<file path="config.mk">
export PLATFORM = sky130hd
export DESIGN_NAME = stlc_top
export DESIGN_NICKNAME = d
export VERILOG_FILES = /design/src/rtl/stlc_pkg.sv /design/src/rtl/stlc_channel.sv /design/src/rtl/stlc_top.sv
export SDC_FILE = /design/constraint.sdc
export NUM_CORES = 1
export LEC_CHECK = 0
export ABC_AREA = 0
export BUFFER_PORTS_ARGS = -buffer_cell sky130_fd_sc_hd__buf_2
export CAP_MARGIN = 15
export CORE_UTILIZATION = 50
export CTS_CLUSTER_SIZE = 14
export DETAILED_ROUTE_END_ITERATION = 10
export GPL_TIMING_DRIVEN = 1
export PLACE_DENSITY = 0.65
export SLEW_MARGIN = 20
export SYNTH_ARGS = -nofsm -noshare
export SYNTH_HDL_FRONTEND = slang
export SYNTH_SLANG_ARGS = --single-unit
export TNS_END_PERCENT = 20
</file>
<file path="constraint.sdc">
create_clock -name clk -period 2.5 [get_ports clk]
set_clock_uncertainty 0.2 [all_clocks]
set_input_delay 0.5 -clock clk [delete_from_list [all_inputs] [get_ports clk]]
set_output_delay 0.5 -clock clk [all_outputs]
set_load 0.01 [all_outputs]
</file>
<file path="src/rtl/stlc_pkg.sv">
// Package: constants and carrier types for the stairway light controller
package stlc_pkg;
  // Clock and tick timing
  localparam int unsigned CLK_HZ          = 10_000_000;
  localparam int unsigned TICK_MS         = 10;   // Base tick of the timers
  localparam int unsigned TICK_CYCLES     = CLK_HZ / 1000 * TICK_MS;
  localparam int unsigned TICKS_PER_SEC   = 1000 / TICK_MS;
  localparam int unsigned SEC_PER_MIN     = 60;
  // Timer setpoints in their own units
  localparam int unsigned LONG_PRESS_S    = 5;
  localparam int unsigned AUTO_OFF_MIN    = 6;
  localparam int unsigned LIMIT_H         = 4;
  localparam int unsigned MIN_PER_H       = 60;
  localparam int unsigned MAX_SET_MIN     = 99 * 60 + 59;
  // Derived counts
  localparam int unsigned LONG_PRESS_TICKS = LONG_PRESS_S * TICKS_PER_SEC;
  localparam int unsigned MIN_TICKS        = SEC_PER_MIN * TICKS_PER_SEC;
  localparam int unsigned AUTO_OFF_MINS    = AUTO_OFF_MIN;
  localparam int unsigned LIMIT_MINS       = LIMIT_H * MIN_PER_H;
  localparam int unsigned MIN_W            = 14;   // Holds up to 99:59
  localparam int unsigned SUB_W            = 13;   // Ticks within a minute
  localparam int unsigned PRESS_W          = 10;

  // Status of one channel
  typedef struct packed {
    logic light;
    logic continuous;
  } stlc_chan_type;

  // Press tracker states
  typedef enum logic [1:0] {
    STLC_IDLE  = 2'b00,
    STLC_HELD  = 2'b01,
    STLC_LONG  = 2'b10
  } stlc_press_type;
endpackage

</file>
<file path="src/rtl/stlc_channel.sv">
// One stairway light channel: toggle, long press, auto-off and limit timers
`timescale 1ns/1ps
module stlc_channel
  import stlc_pkg::*;
#(
  parameter int unsigned AUTO_MINS  = AUTO_OFF_MINS,
  parameter int unsigned LIMIT_M    = LIMIT_MINS,
  parameter bit          USE_LIMIT  = 1'b1
) (
  input  wire logic          clk,
  input  wire logic          rst_n,
  input  wire logic          ce,
  input  wire logic          tick,
  input  wire logic          min_tick,
  input  wire logic          button,
  output stlc_chan_type      state
);
  initial begin
    if (AUTO_MINS < 1 || AUTO_MINS > MAX_SET_MIN || LIMIT_M < 1 || LIMIT_M > MAX_SET_MIN)
      $error("Timer setpoint out of range");
  end

  logic                 button_q;
  logic                 light;
  logic                 continuous;
  logic [PRESS_W-1:0]   press_cnt;
  logic [MIN_W-1:0]     auto_cnt;
  logic [MIN_W-1:0]     limit_cnt;
  stlc_press_type       press_st;
  stlc_press_type       next_press_st;

  // Toggle pulse: one cycle on each new press, zero pulse time
  wire toggle_pulse = button & ~button_q;
  wire long_done    = (press_st == STLC_HELD) &&
                      (press_cnt == PRESS_W'(LONG_PRESS_TICKS));
  wire auto_run     = light & ~continuous;
  wire auto_done    = auto_run && (auto_cnt == MIN_W'(AUTO_MINS));
  wire limit_done   = USE_LIMIT && light &&
                      (limit_cnt == MIN_W'(LIMIT_M));
  wire next_light   = (light ^ toggle_pulse) & ~auto_done & ~limit_done;

  // Press tracker: long press latches until release so the flag sets once
  always_comb begin
    next_press_st = press_st;
    case (press_st)
      STLC_IDLE: if (button) next_press_st = STLC_HELD;
      STLC_HELD: begin
        if (!button) next_press_st = STLC_IDLE;
        else if (long_done) next_press_st = STLC_LONG;
      end
      STLC_LONG: if (!button) next_press_st = STLC_IDLE;
      default:   next_press_st = STLC_IDLE;
    endcase
  end

  // Edge register and press state
  always_ff @(posedge clk or negedge rst_n) begin
    if (!rst_n) begin
      button_q <= 1'b0;
      press_st <= STLC_IDLE;
    end else if (ce) begin
      button_q <= button;
      press_st <= next_press_st;
    end
  end

  // Press timer resets when the button is released
  always_ff @(posedge clk or negedge rst_n) begin
    if (!rst_n) press_cnt <= '0;
    else if (ce) begin
      if (press_st != STLC_HELD) press_cnt <= '0;
      else if (tick && !long_done) press_cnt <= press_cnt + 1'b1;
    end
  end

  // Minute timers, reset whenever their trigger is gone
  always_ff @(posedge clk or negedge rst_n) begin
    if (!rst_n) begin
      auto_cnt  <= '0;
      limit_cnt <= '0;
    end else if (ce) begin
      // Clearing on the long press keeps no stale count once continuous light starts
      if (!auto_run || !next_light || long_done) auto_cnt <= '0;
      else if (min_tick) auto_cnt <= auto_cnt + 1'b1;
      if (!light || !next_light) limit_cnt <= '0;
      else if (min_tick) limit_cnt <= limit_cnt + 1'b1;
    end
  end

  // Light and flag; flag drops with the light
  always_ff @(posedge clk or negedge rst_n) begin
    if (!rst_n) begin
      light      <= 1'b0;
      continuous <= 1'b0;
    end else if (ce) begin
      light <= next_light;
      if (!next_light) continuous <= 1'b0;
      else if (long_done) continuous <= 1'b1;
    end
  end

  assign state = '{light: light, continuous: continuous};

  AST_TOGGLE: assert property (@(posedge clk) disable iff (!rst_n)
    ce && toggle_pulse && !auto_done && !limit_done |=> light != $past(light))
    else $error("Toggle did not invert light");
  AST_TOGGLE_CONT: assert property (@(posedge clk) disable iff (!rst_n)
    ce && toggle_pulse && light && continuous |=> !light)
    else $error("Toggle failed to end continuous light");
  AST_PULSE_ONE: assert property (@(posedge clk) disable iff (!rst_n)
    ce && toggle_pulse |=> !toggle_pulse)
    else $error("Toggle pulse longer than one cycle");
  AST_AUTO_OFF: assert property (@(posedge clk) disable iff (!rst_n)
    ce && auto_done |=> !light)
    else $error("Auto-off did not switch light off");
  AST_CONT_HOLD: assert property (@(posedge clk) disable iff (!rst_n)
    continuous |-> auto_cnt == '0)
    else $error("Auto-off timer ran in continuous mode");
  AST_LONG_SET: assert property (@(posedge clk) disable iff (!rst_n)
    ce && long_done && next_light |=> continuous)
    else $error("Long press did not set flag");
  AST_LIMIT: assert property (@(posedge clk) disable iff (!rst_n)
    ce && limit_done |=> !light && !continuous)
    else $error("Limit did not end light");
  AST_FLAG_CLR: assert property (@(posedge clk) disable iff (!rst_n)
    !light |-> !continuous)
    else $error("Flag set while light off");
  COV_TOGGLE: cover property (@(posedge clk) disable iff (!rst_n) ce && toggle_pulse);
  COV_LONG:   cover property (@(posedge clk) disable iff (!rst_n) ce && long_done);
  COV_AUTO:   cover property (@(posedge clk) disable iff (!rst_n) ce && auto_done);
endmodule // stlc_channel

</file>
<file path="src/rtl/stlc_top.sv">
// Four stairway light channels sharing one synchroniser set and tick base
`timescale 1ns/1ps
module stlc_top
  import stlc_pkg::*;
#(
  parameter int unsigned CHANNELS   = 4,
  parameter int unsigned TICK_DIV   = TICK_CYCLES,  // Shorten for simulation
  parameter int unsigned MIN_DIV    = MIN_TICKS,    // Ticks per minute
  parameter int unsigned AUTO_MINS  = AUTO_OFF_MINS,
  parameter int unsigned LIMIT_M    = LIMIT_MINS,
  parameter bit          USE_LIMIT  = 1'b1
) (
  input  wire logic                clk,
  input  wire logic                rst_n,
  input  wire logic                ce,
  input  wire logic [CHANNELS-1:0] pushbutton_input,
  output logic      [CHANNELS-1:0] light_output
);
  // Divider width follows the tick period so the full-speed default fits
  localparam int unsigned DIV_W = (TICK_DIV > 1) ? $clog2(TICK_DIV) : 1;

  initial begin
    if (CHANNELS < 1 || TICK_DIV < 1 ||
        MIN_DIV < 1 || MIN_DIV >= (1 << SUB_W))
      $error("Unsupported parameter value");
  end

  logic [CHANNELS-1:0] btn_meta;
  logic [CHANNELS-1:0] btn_sync;
  logic [DIV_W-1:0]    div_cnt;
  logic [SUB_W-1:0]    sub_cnt;
  logic                tick;
  logic                min_tick;
  stlc_chan_type       chan [CHANNELS];

  // Two-stage synchroniser on the asynchronous buttons
  always_ff @(posedge clk or negedge rst_n) begin
    if (!rst_n) begin
      btn_meta <= '0;
      btn_sync <= '0;
    end else if (ce) begin
      btn_meta <= pushbutton_input;
      btn_sync <= btn_meta;
    end
  end

  wire div_wrap = (div_cnt == DIV_W'(TICK_DIV - 1));
  wire sub_wrap = (sub_cnt == SUB_W'(MIN_DIV - 1));

  // Tick base: registered pulses so all channels see the same edge
  always_ff @(posedge clk or negedge rst_n) begin
    if (!rst_n) begin
      div_cnt  <= '0;
      sub_cnt  <= '0;
      tick     <= 1'b0;
      min_tick <= 1'b0;
    end else if (ce) begin
      div_cnt  <= div_wrap ? '0 : div_cnt + 1'b1;
      tick     <= div_wrap;
      min_tick <= div_wrap && sub_wrap;
      if (div_wrap) sub_cnt <= sub_wrap ? '0 : sub_cnt + 1'b1;
    end
  end

  // Independent channels
  for (genvar i = 0; i < CHANNELS; i++) begin : g_chan
    stlc_channel #(
      .AUTO_MINS (AUTO_MINS),
      .LIMIT_M   (LIMIT_M),
      .USE_LIMIT (USE_LIMIT)
    ) u_chan (
      .clk      (clk),
      .rst_n    (rst_n),
      .ce       (ce),
      .tick     (tick),
      .min_tick (min_tick),
      .button   (btn_sync[i]),
      .state    (chan[i])
    );
    assign light_output[i] = chan[i].light;  // Straight from the light flop
  end

  AST_MIN_TICK: assert property (@(posedge clk) disable iff (!rst_n)
    min_tick |-> tick)
    else $error("Minute tick without base tick");
  COV_LIGHT: cover property (@(posedge clk) disable iff (!rst_n) light_output[0]);
endmodule // stlc_top

</file>
Yosys cells after proc, flatten, opt, wreduce, memory -nomap -nowiden. Cells that the tools add are included.

Flip-flop bits (word level): 212. Bits in latches: 0. RAM bits: 0. Bits in read-only memories: 0. Logic and storage cells: 262. Memories: 0.

Add/sub/neg operators: 14. Multiply operators: 0. Div/mod/pow operators: 0. $lt $le $gt $ge: 0. Equal/unequal tests: 42. Shift-type cells: 0. Multiplexer cells: 54. Bitwise gates (word level): 36. Reductions and logical operators: 82.

Operators by type and width (number): $mux 14 (16); $add 14x1->14 const B (8); $mux 10 (8); $eq 14x3->1 const B (4); $eq 14x8->1 const B (4); $add 10x1->10 const B (4); $eq 10x9->1 const B (4); $reduce_and 2->1 (17); $mux 2 (16); $pmux 2 s3 (4); $reduce_bool 2->1 (12); $add 17x1->17 const B (1); $eq 17x17->1 const B (1); $logic_and 1x1->1 (17); $mux 17 (1); $and 1x1->1 (16); $logic_not 1->1 (16); $ne 2x1->1 const B (8); $ne 2x2->1 const B (8); $not 1->1 (16); $reduce_and 4->1 (4); $add 13x1->13 const B (1); $eq 13x13->1 const B (1); $mux 13 (1); 7 further kinds (40).

Logic depth before layout (Yosys ltp). Gate-level depths: netlist (run 1).

Depth after elaboration: 11. Gate-level depth with buffers: 8. Gate-level depth less buffers: 7.

Hierarchy. From an unflattened synthesis (run 1), not the netlist that was laid out.

Cells, all modules: 1293. Area total of the unflattened synthesis: 11941.5 µm².

By module, submodules not included: stlc_channel (times used 4, cells an instance 278, area each 2506.2 µm²); stlc_top (times used 1, cells an instance 181, area each 1916.8 µm²).

Least setup slack after synthesis (run 1). Ideal clock, no wire load.

Path type: register -> register. From: register g_chan[3].u_chan.limit_cnt[0]. To: register g_chan[3].u_chan.limit_cnt[11]. Library setup time: 0.121 ns. Data arrival time: 1.898 ns. Slack: 0.282 ns. Stages on the path, launching flop included: 9. Buffers on the path: 1. Clock period less this slack: 2.218 ns. Cells stage by stage: dfrtp_1 > inv_1 > ha_1 > or4b_1 > nor4_4 > nor3_1 > nor2_1 > buf_4 > nor3_1.

Word-level cells in the longest chain between the ends: 8.

RTL lines: start, declared (RTL line stlc_channel.sv:28) `logic [MIN_W-1:0] limit_cnt;`; start signal, assigned (RTL line stlc_channel.sv:86) `else if (min_tick) limit_cnt <= limit_cnt + 1'b1;`; parallel branches: the longest is 8 deep, another holds $add 14x1->14.

Parallel ways; which one is timed is not known. The select of a mux whose other input is x is not followed. A chain may end at the register's enable or synchronous reset.

Worst setup path after layout (run 1).
From: register g_chan[2].u_chan.limit_cnt[0]. To: register g_chan[2].u_chan.limit_cnt[12].

Word-level cells in the longest chain between the ends: 8.

RTL lines (RTL line): start, declared (stlc_channel.sv:28); start signal, assigned (stlc_channel.sv:86); parallel branches: the longest is 8 deep, another holds $add 14x1->14.

Parallel ways; which one is timed is not known. The select of a mux whose other input is x is not followed.

==> metrics.md, run 1 <==
| Metric | Value |
|---|---|
| Run status | finished, final reports clean |
| First-pass GRT wire length | between 40,000 and 50,000 microns |
| I/O Pins | 11 |
| DRC | 0 |
| Largest stage delay, worst path | 0.50 ns |
| Die width | roughly 150 microns |
| Peak supply drop | around 0.00046 V |
| Post-route ant nets | 0 |
| Layout cells sized above 1 | roughly 11% |
| GRT overflow | 0 |
| Tot GR Track Use | 21.04% |
| Largest net degree at the start of global routing | 60 |
| Critical Path End Type | register |
| Vias in the first global route | around 8,600 |
| CTS tree | yes |
| Max-cap violations | 0 |
| I/O Buffers | 10 |
| Post-CTS setup buffers | 0 |
| Final Hold Viols | 0 |
| M1 GR Usage | ~30% |
| Final number of setup-violating endpoints | 0 |
| Number of CTS-inserted buffers | 24 |
| Fmax | approximately 0.42 GHz |
| Slowest stage cell, crit path | or4_1 |
| Worst-Skew Late Latency | roughly 0.53 ns |
| Yosys reg bits | 212 |
| Fillcell total | 1,889 |
| Syn Nets | ~1,200 |
| DRT Wirelength | around 24,000 microns |
| Worst slew pin tran | slightly below 0.6 ns |
| Dpl ws | about 0.15 ns |
| Clock-pin slew on the worst setup and hold paths | roughly 0.06 ns |
| RSZ-0062 raised after global routing | yes |
| Vias per Instance | roughly 6 |
| M3 GR Usage | approximately 2.7% |
| Routed length per instance | 15.28 microns |
| Most frequent cells in the layout | 212 x dfrtp_1, 120 x nor2_1, 112 x nand2_1, 73 x nand3_1, 65 x nand4_1 |
| Hold crit path type | in -> reg |
| Power Dens Cells | about 660 nW/um^2 |
| Final WS setup | about 0.12 ns |
| Critical path type | reg -> reg |
| Relative slew slack | approximately three fifths |
| Syn Std Cell Area | approximately 11,000 sq um |
| Seq/Total Area, Yosys | a little under half |
| Drt pass-1 iters | 7 |
| Clock Tree Root | clkbuf_16 |
| Commonest non-fill, non-tap cell in the layout | dfrtp_1 |
| Worst path top cell family by delay | simple AND/OR/NAND/NOR gates |
| Post-Synthesis Cells | 1,211 |
| Reg area | 5305 sq um |
| Busiest grt layer | met2 |
| Die ar. | between 20,000 and 25,000 sq um |
| Die height | roughly 150 microns |
| Detailed Route Iter0 Violations | just over 500 |
| Max-slew violations | 0 |
| Syn Area/Cell | around 9.4 sq um |
| GP Congestion | between 0.8 and 0.9 |
| Top_reg_cell synth | dfrtp_1 |
| Routing usage on met2 | between 30% and 40% |
| Layout Area Growth over Synthesis | 14.41% |
| Antenna violations before repair | 0 |
| WP data arrival | 2.63 ns |
| Req. time, crit path | between 2 and 3 ns |
| Setup crit start kind | register |
| Crit-path max FO | 12 |
| Async S/R FF share, synth | 100.0% |
| Smallest hold slack | 0.01559 ns |
| N_diodes | 0 |
| Crit path buf inv count | 1 |
| Via count | 9,245 |
| Synth Warn # | 0 |
| H-tree depth | 1 |
| Crit path cell chain | inv_1, ha_1, nor4b_1, nand4_1, and4_4, or4_1, a21oi_1 |
| HPWL Detailed | approximately 16,000 microns |
| Post-synth EDFFs | 0 |
| Fin crit share | 95.28% |
| CTS max path bufs | 3 |
| Initial Utilization | between 50% and 60% |
| Post-synth cell types | 73 |
| CTS Sinks | 212 |
| Final min period | ~2.4 ns |
| Placement Rows | 54 |
| Leakage | 5.439 nW |
| Multi-input logic area | about 5700 sq um |
| Core box area | between 20,000 and 25,000 sq um |
| NumNets Final | 1,300 |
[final cells by class]
cell class	instances	share of cell area (%)
Inverter	47	1.359
Multi-Input combinational cell	913	43.85
Clock inverter	14	1.687
Tap cell	280	2.699
Timing Repair Buffer	69	4.434
Sequential cell	212	40.87
Clock buffer	30	5.108
[per-stage QoR]
step / std cells / instance area [sq um] / TNS, ns / util (%) / total power, mW
after floorplan: 1211 / 11350 / 0 / - / 4.446
after global placement: 1518 / 12060 / 0 / 54.75 / 4.802
after detailed placement: 1518 / 12060 / 0 / 54.75 / 4.816
after CTS: 1565 / 12970 / 0 / 58.89 / 8.716
after global routing: 1565 / 12980 / -0.02190 / 58.94 / 8.993
final: 1565 / 12980 / 0 / 58.94 / 8.625
[power breakdown]
group / switching, mW / internal (mW) / total [mW]
Combinational: 0.648 / 0.395 / 1.04
Clock: 1.46 / 2.40 / 3.86
Sequential: 0.153 / 3.57 / 3.72
Total: 2.26 / 6.37 / 8.63
[final timing paths]
path / depth (start not counted) / to / startpoint / slack [ns]
min: 2 / btn_meta[2] / pushbutton_input[2] / 0.02
max in group asynchronous: 3 / g_chan[2].u_chan.press_cnt[4] / rst_n / 1.13
min reg2reg: 1 / sub_cnt[12] / sub_cnt[12] / 0.28
min in group asynchronous: 2 / g_chan[3].u_chan.auto_cnt[10] / rst_n / 0.32
max reg2reg: 7 / g_chan[2].u_chan.limit_cnt[12] / g_chan[2].u_chan.limit_cnt[0] / 0.12
max: 7 / g_chan[2].u_chan.limit_cnt[12] / g_chan[2].u_chan.limit_cnt[0] / 0.12
[logic make-up after synthesis]
kind of cell	count (synthesis)	share of synthesized area (%)
AOI/OAI and AO/OA	204	11.55
xor gates and xnor gates	75	5.790
adders and majority gates	26	2.867
buffers and inverters	86	3.165
DFF	212	46.76
muxes	18	1.720
and+or+nand+nor	590	28.15
[routing by layer]
layer | vias to the layer above | share of wire [%]
met5 | - | 0
met3 | 31 | 3.4
li1 | 4550 | -
met4 | 0 | 1.8
met1 | 4522 | 49
met2 | 142 | 45
[repair_timing]
item / CTS / global route
hold buffers: 3 / 0
hold endpoints to repair: 54 / 0
resized for setup: 0 / 2
endpoints found under the setup margin: 0 / 10
[sequential cells by signal, summed over array words and instances (netlist names), 4 cells and up]
| signal | flops |
|---|---|
| btn_meta | 4 |
| btn_sync | 4 |
| div_cnt | 17 |
| g_chan.u_chan.auto_cnt | 56 |
| g_chan.u_chan.button_q | 4 |
| g_chan.u_chan.continuous | 4 |
| g_chan.u_chan.light | 4 |
| g_chan.u_chan.limit_cnt | 56 |
| g_chan.u_chan.press_cnt | 40 |
| g_chan.u_chan.press_st | 8 |
| sub_cnt | 13 |
[Yosys cell counts, types with 9 or more instances]
cell type  count  area (sq um)
and2_1        12         75.07
ha_1          26         325.3
inv_1         46         172.7
xnor2_1       41         359.1
nand2_1      112         420.4
clkbuf_1      17         63.81
nor4_1        17         106.4
nor2_1       121         454.2
a21oi_1       44         220.2
o21ai_0       60         300.3
buf_2          9         45.04
nand2b_1       9         56.30
dfrtp_1      212          5305
xor2_1        34         297.8
and4_1        27         236.5
or3_1         15         93.84
nand4_1       65         406.6
o31ai_1       12         90.09
mux2_2        12         135.1
nor2b_1       13         81.33
nand3_1       73         365.4
and3_1        23         143.9
nor3_1        45         225.2
a31oi_1       14         87.58
nor4b_1       13         113.9
Power figures use the tool's default switching activity.
==> run 2: changes to the inputs <==
--- a/config.mk
+++ b/config.mk
@@ -12,7 +12,7 @@
 export CTS_CLUSTER_SIZE = 14
 export DETAILED_ROUTE_END_ITERATION = 10
 export GPL_TIMING_DRIVEN = 1
-export PLACE_DENSITY = 0.65
+export PLACE_DENSITY_LB_ADDON = 0.15
 export SLEW_MARGIN = 20
 export SYNTH_ARGS = -nofsm -noshare
 export SYNTH_HDL_FRONTEND = slang
==> constraint.sdc (replaced) <==
create_clock -name clk -period 3.1 [get_ports clk]
set_clock_uncertainty 0.2 [all_clocks]
set_input_delay 0.62 -clock clk [delete_from_list [all_inputs] [get_ports clk]]
set_output_delay 0.62 -clock clk [all_outputs]
set_load 0.01 [all_outputs]
==> metrics.md, run 2 (synthesis results as in run 1) <==
| Metric | Value |
|---|---|
| Multi-input logic area | 5682 sq um (was 5692 sq um) |
| Core Util, Final | 57.66% (was 58.94%) |
| Worst setup path startpoint | g_chan[1].u_chan.limit_cnt[0] (was g_chan[2].u_chan.limit_cnt[0]) |
| Hold crit path type | in -> reg (unchanged) |
| Wl on met1 | 11,800 microns (was 11,830 microns) |
| Placement Rows | 54 (unchanged) |
| Max-cap violations | 0 (unchanged) |
| Layout cells sized above 1 | 9.069% (was 11.21%) |
| Antenna violations before repair | 0 (unchanged) |
| Via count | 9,078 (was 9,245) |
| Die width | 152.6 microns (unchanged) |
| Smallest hold slack | 0.1352 ns (was 0.01559 ns) |
| WP data arrival | 2.85 ns (was 2.63 ns) |
| NumNets Final | 1,273 (was 1,300) |
| Crit path cell chain | inv_1, ha_1, nor4b_1, a41oi_1, and3_1, nand3_1, o311ai_0 (was inv_1, ha_1, nor4b_1, nand4_1, and4_4, or4_1, a21oi_1) |
| I/O Pins | 11 (unchanged) |
| Worst-Skew Late Latency | 0.52 ns (was 0.53 ns) |
| CTS Sinks | 212 (unchanged) |
| Tot GR Track Use | 21.25% (was 21.04%) |
| Die height | 152.6 microns (unchanged) |
| Largest net degree at the start of global routing | 58 (was 60) |
| GP Congestion | 0.8162 (was 0.8236) |
| Setup crit start kind | register (unchanged) |
| Final number of setup-violating endpoints | 0 (unchanged) |
| Run status | finished, final reports clean (unchanged) |
| Relative slew slack | 46.73% (was 60.71%) |
| Vias in the first global route | 8,681 (was 8,602) |
| First-pass GRT wire length | 41,950 microns (was 41,620 microns) |
| Max-slew violations | 0 (unchanged) |
| Layout Area Growth over Synthesis | 11.94% (was 14.41%) |
| Critical Path End Type | register (unchanged) |
| HPWL Detailed | 16,330 microns (was 16,150 microns) |
| Detailed Route Iter0 Violations | 628 (was 503) |
| Initial Utilization | 51.51% (unchanged) |
| Slowest stage cell, crit path | and3_1 (was or4_1) |
| Fillcell total | 1,932 (was 1,889) |
| Dpl ws | 0.4900 ns (was 0.1451 ns) |
| Biggest registers after layout | g_chan.u_chan.auto_cnt x56, g_chan.u_chan.limit_cnt x56, g_chan.u_chan.press_cnt x40 (unchanged) |
| Final WS setup | 0.4418 ns (was 0.1180 ns) |
| Die ar. | 23,300 sq um (unchanged) |
| Crit-path max FO | 12 (unchanged) |
| Worst slew pin tran | 0.7879 ns (was 0.5812 ns) |
| Post-CTS resize count | 0 (unchanged) |
| Commonest non-fill, non-tap cell in the layout | dfrtp_1 (unchanged) |
| CTS tree | yes (unchanged) |
| DRT Wirelength | 24,140 microns (was 23,920 microns) |
| Fmax | 0.3762 GHz (was 0.4198 GHz) |
| Clock-pin slew on the worst setup and hold paths | 0.06 ns (about the same) |
| CTS max path bufs | 3 (unchanged) |
| Vias per Instance | 5.906 (was 5.907) |
| I/O Buffers | 10 (unchanged) |
| Setup TNS | 0 ns (unchanged) |
| Fin crit share | 85.75% (was 95.28%) |
| Number of CTS-inserted buffers | 25 (was 24) |
| GRT overflow | 0 (unchanged) |
| Highest metal layer with signal wires | met4 (unchanged) |
| Routed length per instance | 15.71 microns (was 15.28 microns) |
| Reg area | 5305 sq um (unchanged) |
| Final Hold Viols | 0 (unchanged) |
| Metal2 WL | 11,100 microns (was 10,860 microns) |
| Final min period | 2.658 ns (was 2.382 ns) |
| H-tree depth | 1 (unchanged) |
| Drt pass-1 iters | 5 (was 7) |
| Leakage | 5.293 nW (was 5.439 nW) |
| Core box area | 22,030 sq um (unchanged) |
| N_diodes | 0 (unchanged) |
| Most frequent cells in the layout | 212 x dfrtp_1, 121 x nor2_1, 112 x nand2_1, 73 x nand3_1, 65 x nand4_1 (was 212 x dfrtp_1, 120 x nor2_1, 112 x nand2_1, 73 x nand3_1, 65 x nand4_1) |
| Largest stage delay, worst path | 0.50 ns (about the same) |
| Critical path type | reg -> reg (unchanged) |
| Clock Tree Root | clkbuf_16 (unchanged) |
| Crit Reg-Reg Startpoint | g_chan[1].u_chan.limit_cnt[0] (was g_chan[2].u_chan.limit_cnt[0]) |
| Power Dens Cells | 529.8 nW/um^2 (was 664.4 nW/um^2) |
| Req. time, crit path | 3.29 ns (was 2.74 ns) |
| Peak supply drop | 0.0003881 V (was 0.0004571 V) |
| Routed length on met3 | 813 microns (was 804 microns) |
| RSZ-0062 raised after global routing | no (was yes) |
| Post-route ant nets | 0 (unchanged) |
| DRC | 0 (unchanged) |
| Min-delay src | pushbutton_input[1] (was pushbutton_input[2]) |
run 2: cell count changes in the layout (fill, tap and decap cells not counted), sizes merged:
cell         before  now
inv              47   48
bufinv            5    2
clkbuf           30   37
buf              66   40
clkinvlp          5    0
dlygate4sd3       3    1
run 2: where the power goes:
part	internal [mW]	leakage (nW)	total (mW)	switching (mW)
Clock	1.83	0.419	2.95	1.12
Combinational	0.266	1.97	0.773	0.507
Sequential	2.88	2.91	3.01	0.129
run 2: through the flow:
stage	cells	power [mW]	area (sq um)
final	1537	6.729	12700
after global routing	1537	7.054	12700
after CTS	1537	6.821	12700
after detailed placement	1492	3.835	11850
after global placement	1492	3.814	11850
after floorplan	1211	3.586	11350
run 2: area by class of cell:
type / instances / area share (%)
Timing Repair Buffer: 41 / 2.739
Clock inverter: 7 / 0.6994
Multi-Input combinational cell: 913 / 44.73
Inverter: 47 / 1.389
Sequential cell: 212 / 41.77
Clock buffer: 37 / 5.911
Tap cell: 280 / 2.758
run 2: per-layer routing:
layer,global-route usage [%],up-vias
li1,-,4499
met1,30.06,4411
met2,34.71,137
met3,3.015,31
met4,4.714,0
met5,0,-
run 2: worst paths after layout:
path                                             endpoint  slack [ns]  cells after the start
max                        g_chan[1].u_chan.limit_cnt[10]        0.44                      7
min                                           btn_meta[1]        0.14                      2
max reg2reg                g_chan[1].u_chan.limit_cnt[10]        0.44                      7
min reg2reg                                   sub_cnt[12]        0.28                      1
max in group asynchronous   g_chan[0].u_chan.press_cnt[7]        1.50                      3
min in group asynchronous   g_chan[2].u_chan.auto_cnt[11]        0.42                      2
run 2: critical path: cells and delay by family, from the launching register on:
kind | cells | cell delay (ns)
buf+inv | 1 | 0.07
fa+ha+maj | 1 | 0.19
compound gates | 2 | 0.75
simple gates | 3 | 0.89
flops | 1 | 0.42
run 2: timing repair:
| action | 4_1_cts | 5_1_grt |
|---|---|---|
| endpoints found under the setup margin | 0 | 0 |
| setup buffers | 0 | 0 |
| hold buffers | 1 | 0 |
| hold endpoints to repair | 53 | 0 |
==> run 3: changes to the inputs <==
--- a/config.mk
+++ b/config.mk
@@ -5,9 +5,9 @@
 export SDC_FILE = /design/constraint.sdc
 export NUM_CORES = 1
 export LEC_CHECK = 0
-export ABC_AREA = 0
 export BUFFER_PORTS_ARGS = -buffer_cell sky130_fd_sc_hd__buf_2
 export CAP_MARGIN = 15
+export CORE_ASPECT_RATIO = 2
 export CORE_UTILIZATION = 50
 export CTS_CLUSTER_SIZE = 14
 export DETAILED_ROUTE_END_ITERATION = 10
==> metrics.md, run 3 (synthesis results as in run 1) <==
| Metric | Value |
|---|---|
| Post-CTS setup buffers | 0 (unchanged) |
| Worst Hold Path EP | btn_meta[3] (was btn_meta[1]) |
| Crit Reg-Reg Startpoint | g_chan[1].u_chan.limit_cnt[0] (unchanged) |
| Critical path type | reg -> reg (unchanged) |
| GRT overflow | 0 (unchanged) |
| M3 GR Usage | 2.608% (was 3.015%) |
| Req. time, crit path | 3.27 ns (was 3.29 ns) |
| DRT Wirelength | 25,630 microns (was 24,140 microns) |
| Critical Path End Type | register (unchanged) |
| RSZ-0062 raised after global routing | no (unchanged) |
| CTS Sinks | 212 (unchanged) |
| Vias in the first global route | 9,350 (was 8,681) |
| Crit path buf inv count | 2 (was 1) |
| GP Congestion | 0.8623 (was 0.8162) |
| Worst setup path startpoint | g_chan[1].u_chan.limit_cnt[0] (unchanged) |
| Detailed Route Iter0 Violations | 397 (was 628) |
| R2R Path End | g_chan[1].u_chan.limit_cnt[6] (was g_chan[1].u_chan.limit_cnt[10]) |
| Via count | 9,183 (was 9,078) |
| Routing usage on met2 | 44.01% (was 34.71%) |
| Final Hold Viols | 0 (unchanged) |
| Die ar. | 23,330 sq um (was 23,300 sq um) |
| Final WS setup | 0.4950 ns (was 0.4418 ns) |
| Clock Tree Root | clkbuf_16 (unchanged) |
| Crit path cell chain | inv_1, ha_1, nor4b_1, a41oi_1, and3_1, buf_4, nand3_1, o311ai_0 (was inv_1, ha_1, nor4b_1, a41oi_1, and3_1, nand3_1, o311ai_0) |
| R2R depth | 8 (was 7) |
| Initial Utilization | 51.20% (was 51.51%) |
| WP data arrival | 2.78 ns (was 2.85 ns) |
| Die height | 215.0 microns (was 152.6 microns) |
| CTS tree | yes (unchanged) |
| Tot GR Track Use | 23.43% (was 21.25%) |
| Non-Filler Instances | 1,521 (was 1,537) |
| Fin crit share | 84.03% (was 85.75%) |
| N_diodes | 0 (unchanged) |
| NumNets Final | 1,267 (was 1,273) |
| Biggest registers after layout | g_chan.u_chan.auto_cnt x56, g_chan.u_chan.limit_cnt x56, g_chan.u_chan.press_cnt x40 (unchanged) |
| Total power | 6.451 mW (was 6.729 mW) |
| HPWL Detailed | 18,120 microns (was 16,330 microns) |
| Die width | 108.5 microns (was 152.6 microns) |
| Setup crit start kind | register (unchanged) |
| Worst slew pin tran | 0.7744 ns (was 0.7879 ns) |
| Routed length per instance | 16.85 microns (was 15.71 microns) |
| Max-cap violations | 0 (unchanged) |
| I/O Pins | 11 (unchanged) |
| Commonest non-fill, non-tap cell in the layout | dfrtp_1 (unchanged) |
| Post-route ant nets | 0 (unchanged) |
| First-pass GRT wire length | 44,350 microns (was 41,950 microns) |
| Leakage | 5.221 nW (was 5.293 nW) |
| DRC | 0 (unchanged) |
| Number of CTS-inserted buffers | 21 (was 25) |
| M1 GR Usage | 26.07% (was 30.06%) |
| Min-delay src | pushbutton_input[3] (was pushbutton_input[1]) |
| Placement Rows | 77 (was 54) |
| Hold crit path type | in -> reg (unchanged) |
| Layout cells sized above 1 | 8.273% (was 9.069%) |
| Run status | finished, final reports clean (unchanged) |
| Relative slew slack | 47.64% (was 46.73%) |
| I/O Buffers | 10 (unchanged) |
| Worst hold path depth | 2 (unchanged) |
| Antenna violations before repair | 0 (unchanged) |
| Dpl ws | 0.4465 ns (was 0.4900 ns) |
| Fmax | 0.3839 GHz (was 0.3762 GHz) |
| Most frequent cells in the layout | 212 x dfrtp_1, 121 x nor2_1, 112 x nand2_1, 73 x nand3_1, 65 x nand4_1 (unchanged) |
| Max-slew violations | 0 (unchanged) |
| CTS max path bufs | 3 (unchanged) |
| Worst path top cell family by delay | compound AO/OA/AOI/OAI gates (was simple AND/OR/NAND/NOR gates) |
| Layout Area Growth over Synthesis | 10.67% (was 11.94%) |
| Power Dens Cells | 513.8 nW/um^2 (was 529.8 nW/um^2) |
| Worst-Skew Late Latency | 0.51 ns (was 0.52 ns) |
| Setup TNS | 0 ns (unchanged) |
| Reg2Reg Setup Slack | 0.49 ns (was 0.44 ns) |
| Slowest stage cell, crit path | dfrtp_1 (was and3_1) |
| Final number of setup-violating endpoints | 0 (unchanged) |
| Peak supply drop | 0.0004846 V (was 0.0003881 V) |
| Crit-path max FO | 9 (was 12) |
| H-tree depth | 1 (unchanged) |
| Core box area | 22,160 sq um (was 22,030 sq um) |
| Largest stage delay, worst path | 0.44 ns (was 0.50 ns) |
| Final min period | 2.605 ns (was 2.658 ns) |
| Vias per Instance | 6.037 (was 5.906) |
| Busiest grt layer | met2 (unchanged) |
| Post-Place Cells | 1,486 (was 1,492) |
| Clock-pin slew on the worst setup and hold paths | 0.06 ns (about the same) |
| Drt pass-1 iters | 5 (unchanged) |
| Post-CTS resize count | 0 (unchanged) |
| Largest net degree at the start of global routing | 62 (was 58) |
==> run 3: cell types whose count changed in the layout (fill, tap and decap cells not counted), sizes merged <==
cell    before  now
clkbuf      37   29
bufinv       2    3
buf         40   38
clkinv       4    2
inv         48   47
==> run 3: layout make-up <==
type | count | area [sq um]
Sequential cell | 212 | 5305
Multi-Input combinational cell | 913 | 5682
Clock inverter | 5 | 100.1
Inverter | 47 | 176.4
Timing Repair Buffer | 39 | 342.8
Clock buffer | 29 | 605.6
Fill cell | 2026 | 9602
Tap cell | 276 | 345.3
==> run 3: report_power, final <==
part	internal (mW)	switching (mW)	total, mW
sequential	2.87	0.131	3.01
combinational	0.271	0.507	0.777
clock	1.60	1.06	2.67
==> run 3: per-layer routing <==
layer / vias to the layer above / part of all wire, %
met1: 4523 / 39
met4: 0 / 3.0
met3: 61 / 2.4
met5: - / 0
li1: 4469 / -
met2: 130 / 55
==> run 3: stage by stage <==
stage	area [sq um]	hold WS (ns)	utilization (%)
after global routing	12560	0.1466	56.67
after detailed placement	11840	0.2778	53.44
after global placement	11840	0.2741	53.44
after CTS	12560	0.1278	56.67
final	12560	0.1472	56.67
after floorplan	11350	0.1244	-
==> run 3: how the worst max path moves through the flow <==
stage	endpoint	cells after the start	slack (ns)
3_3_place_gp	g_chan[1].u_chan.limit_cnt[6]	8	0.56
5_1_grt	g_chan[1].u_chan.limit_cnt[6]	8	0.25
3_5_place_dp	g_chan[1].u_chan.limit_cnt[6]	8	0.45
6_report	g_chan[1].u_chan.limit_cnt[6]	8	0.49
2_1_floorplan	g_chan[3].u_chan.limit_cnt[11]	8	0.88
4_1_cts	g_chan[1].u_chan.limit_cnt[6]	8	0.43
==> run 3: what timing repair did <==
item,in CTS,in global routing
hold buffers,1,0
endpoints found under the hold margin,50,0
setup endpoints to repair,0,0
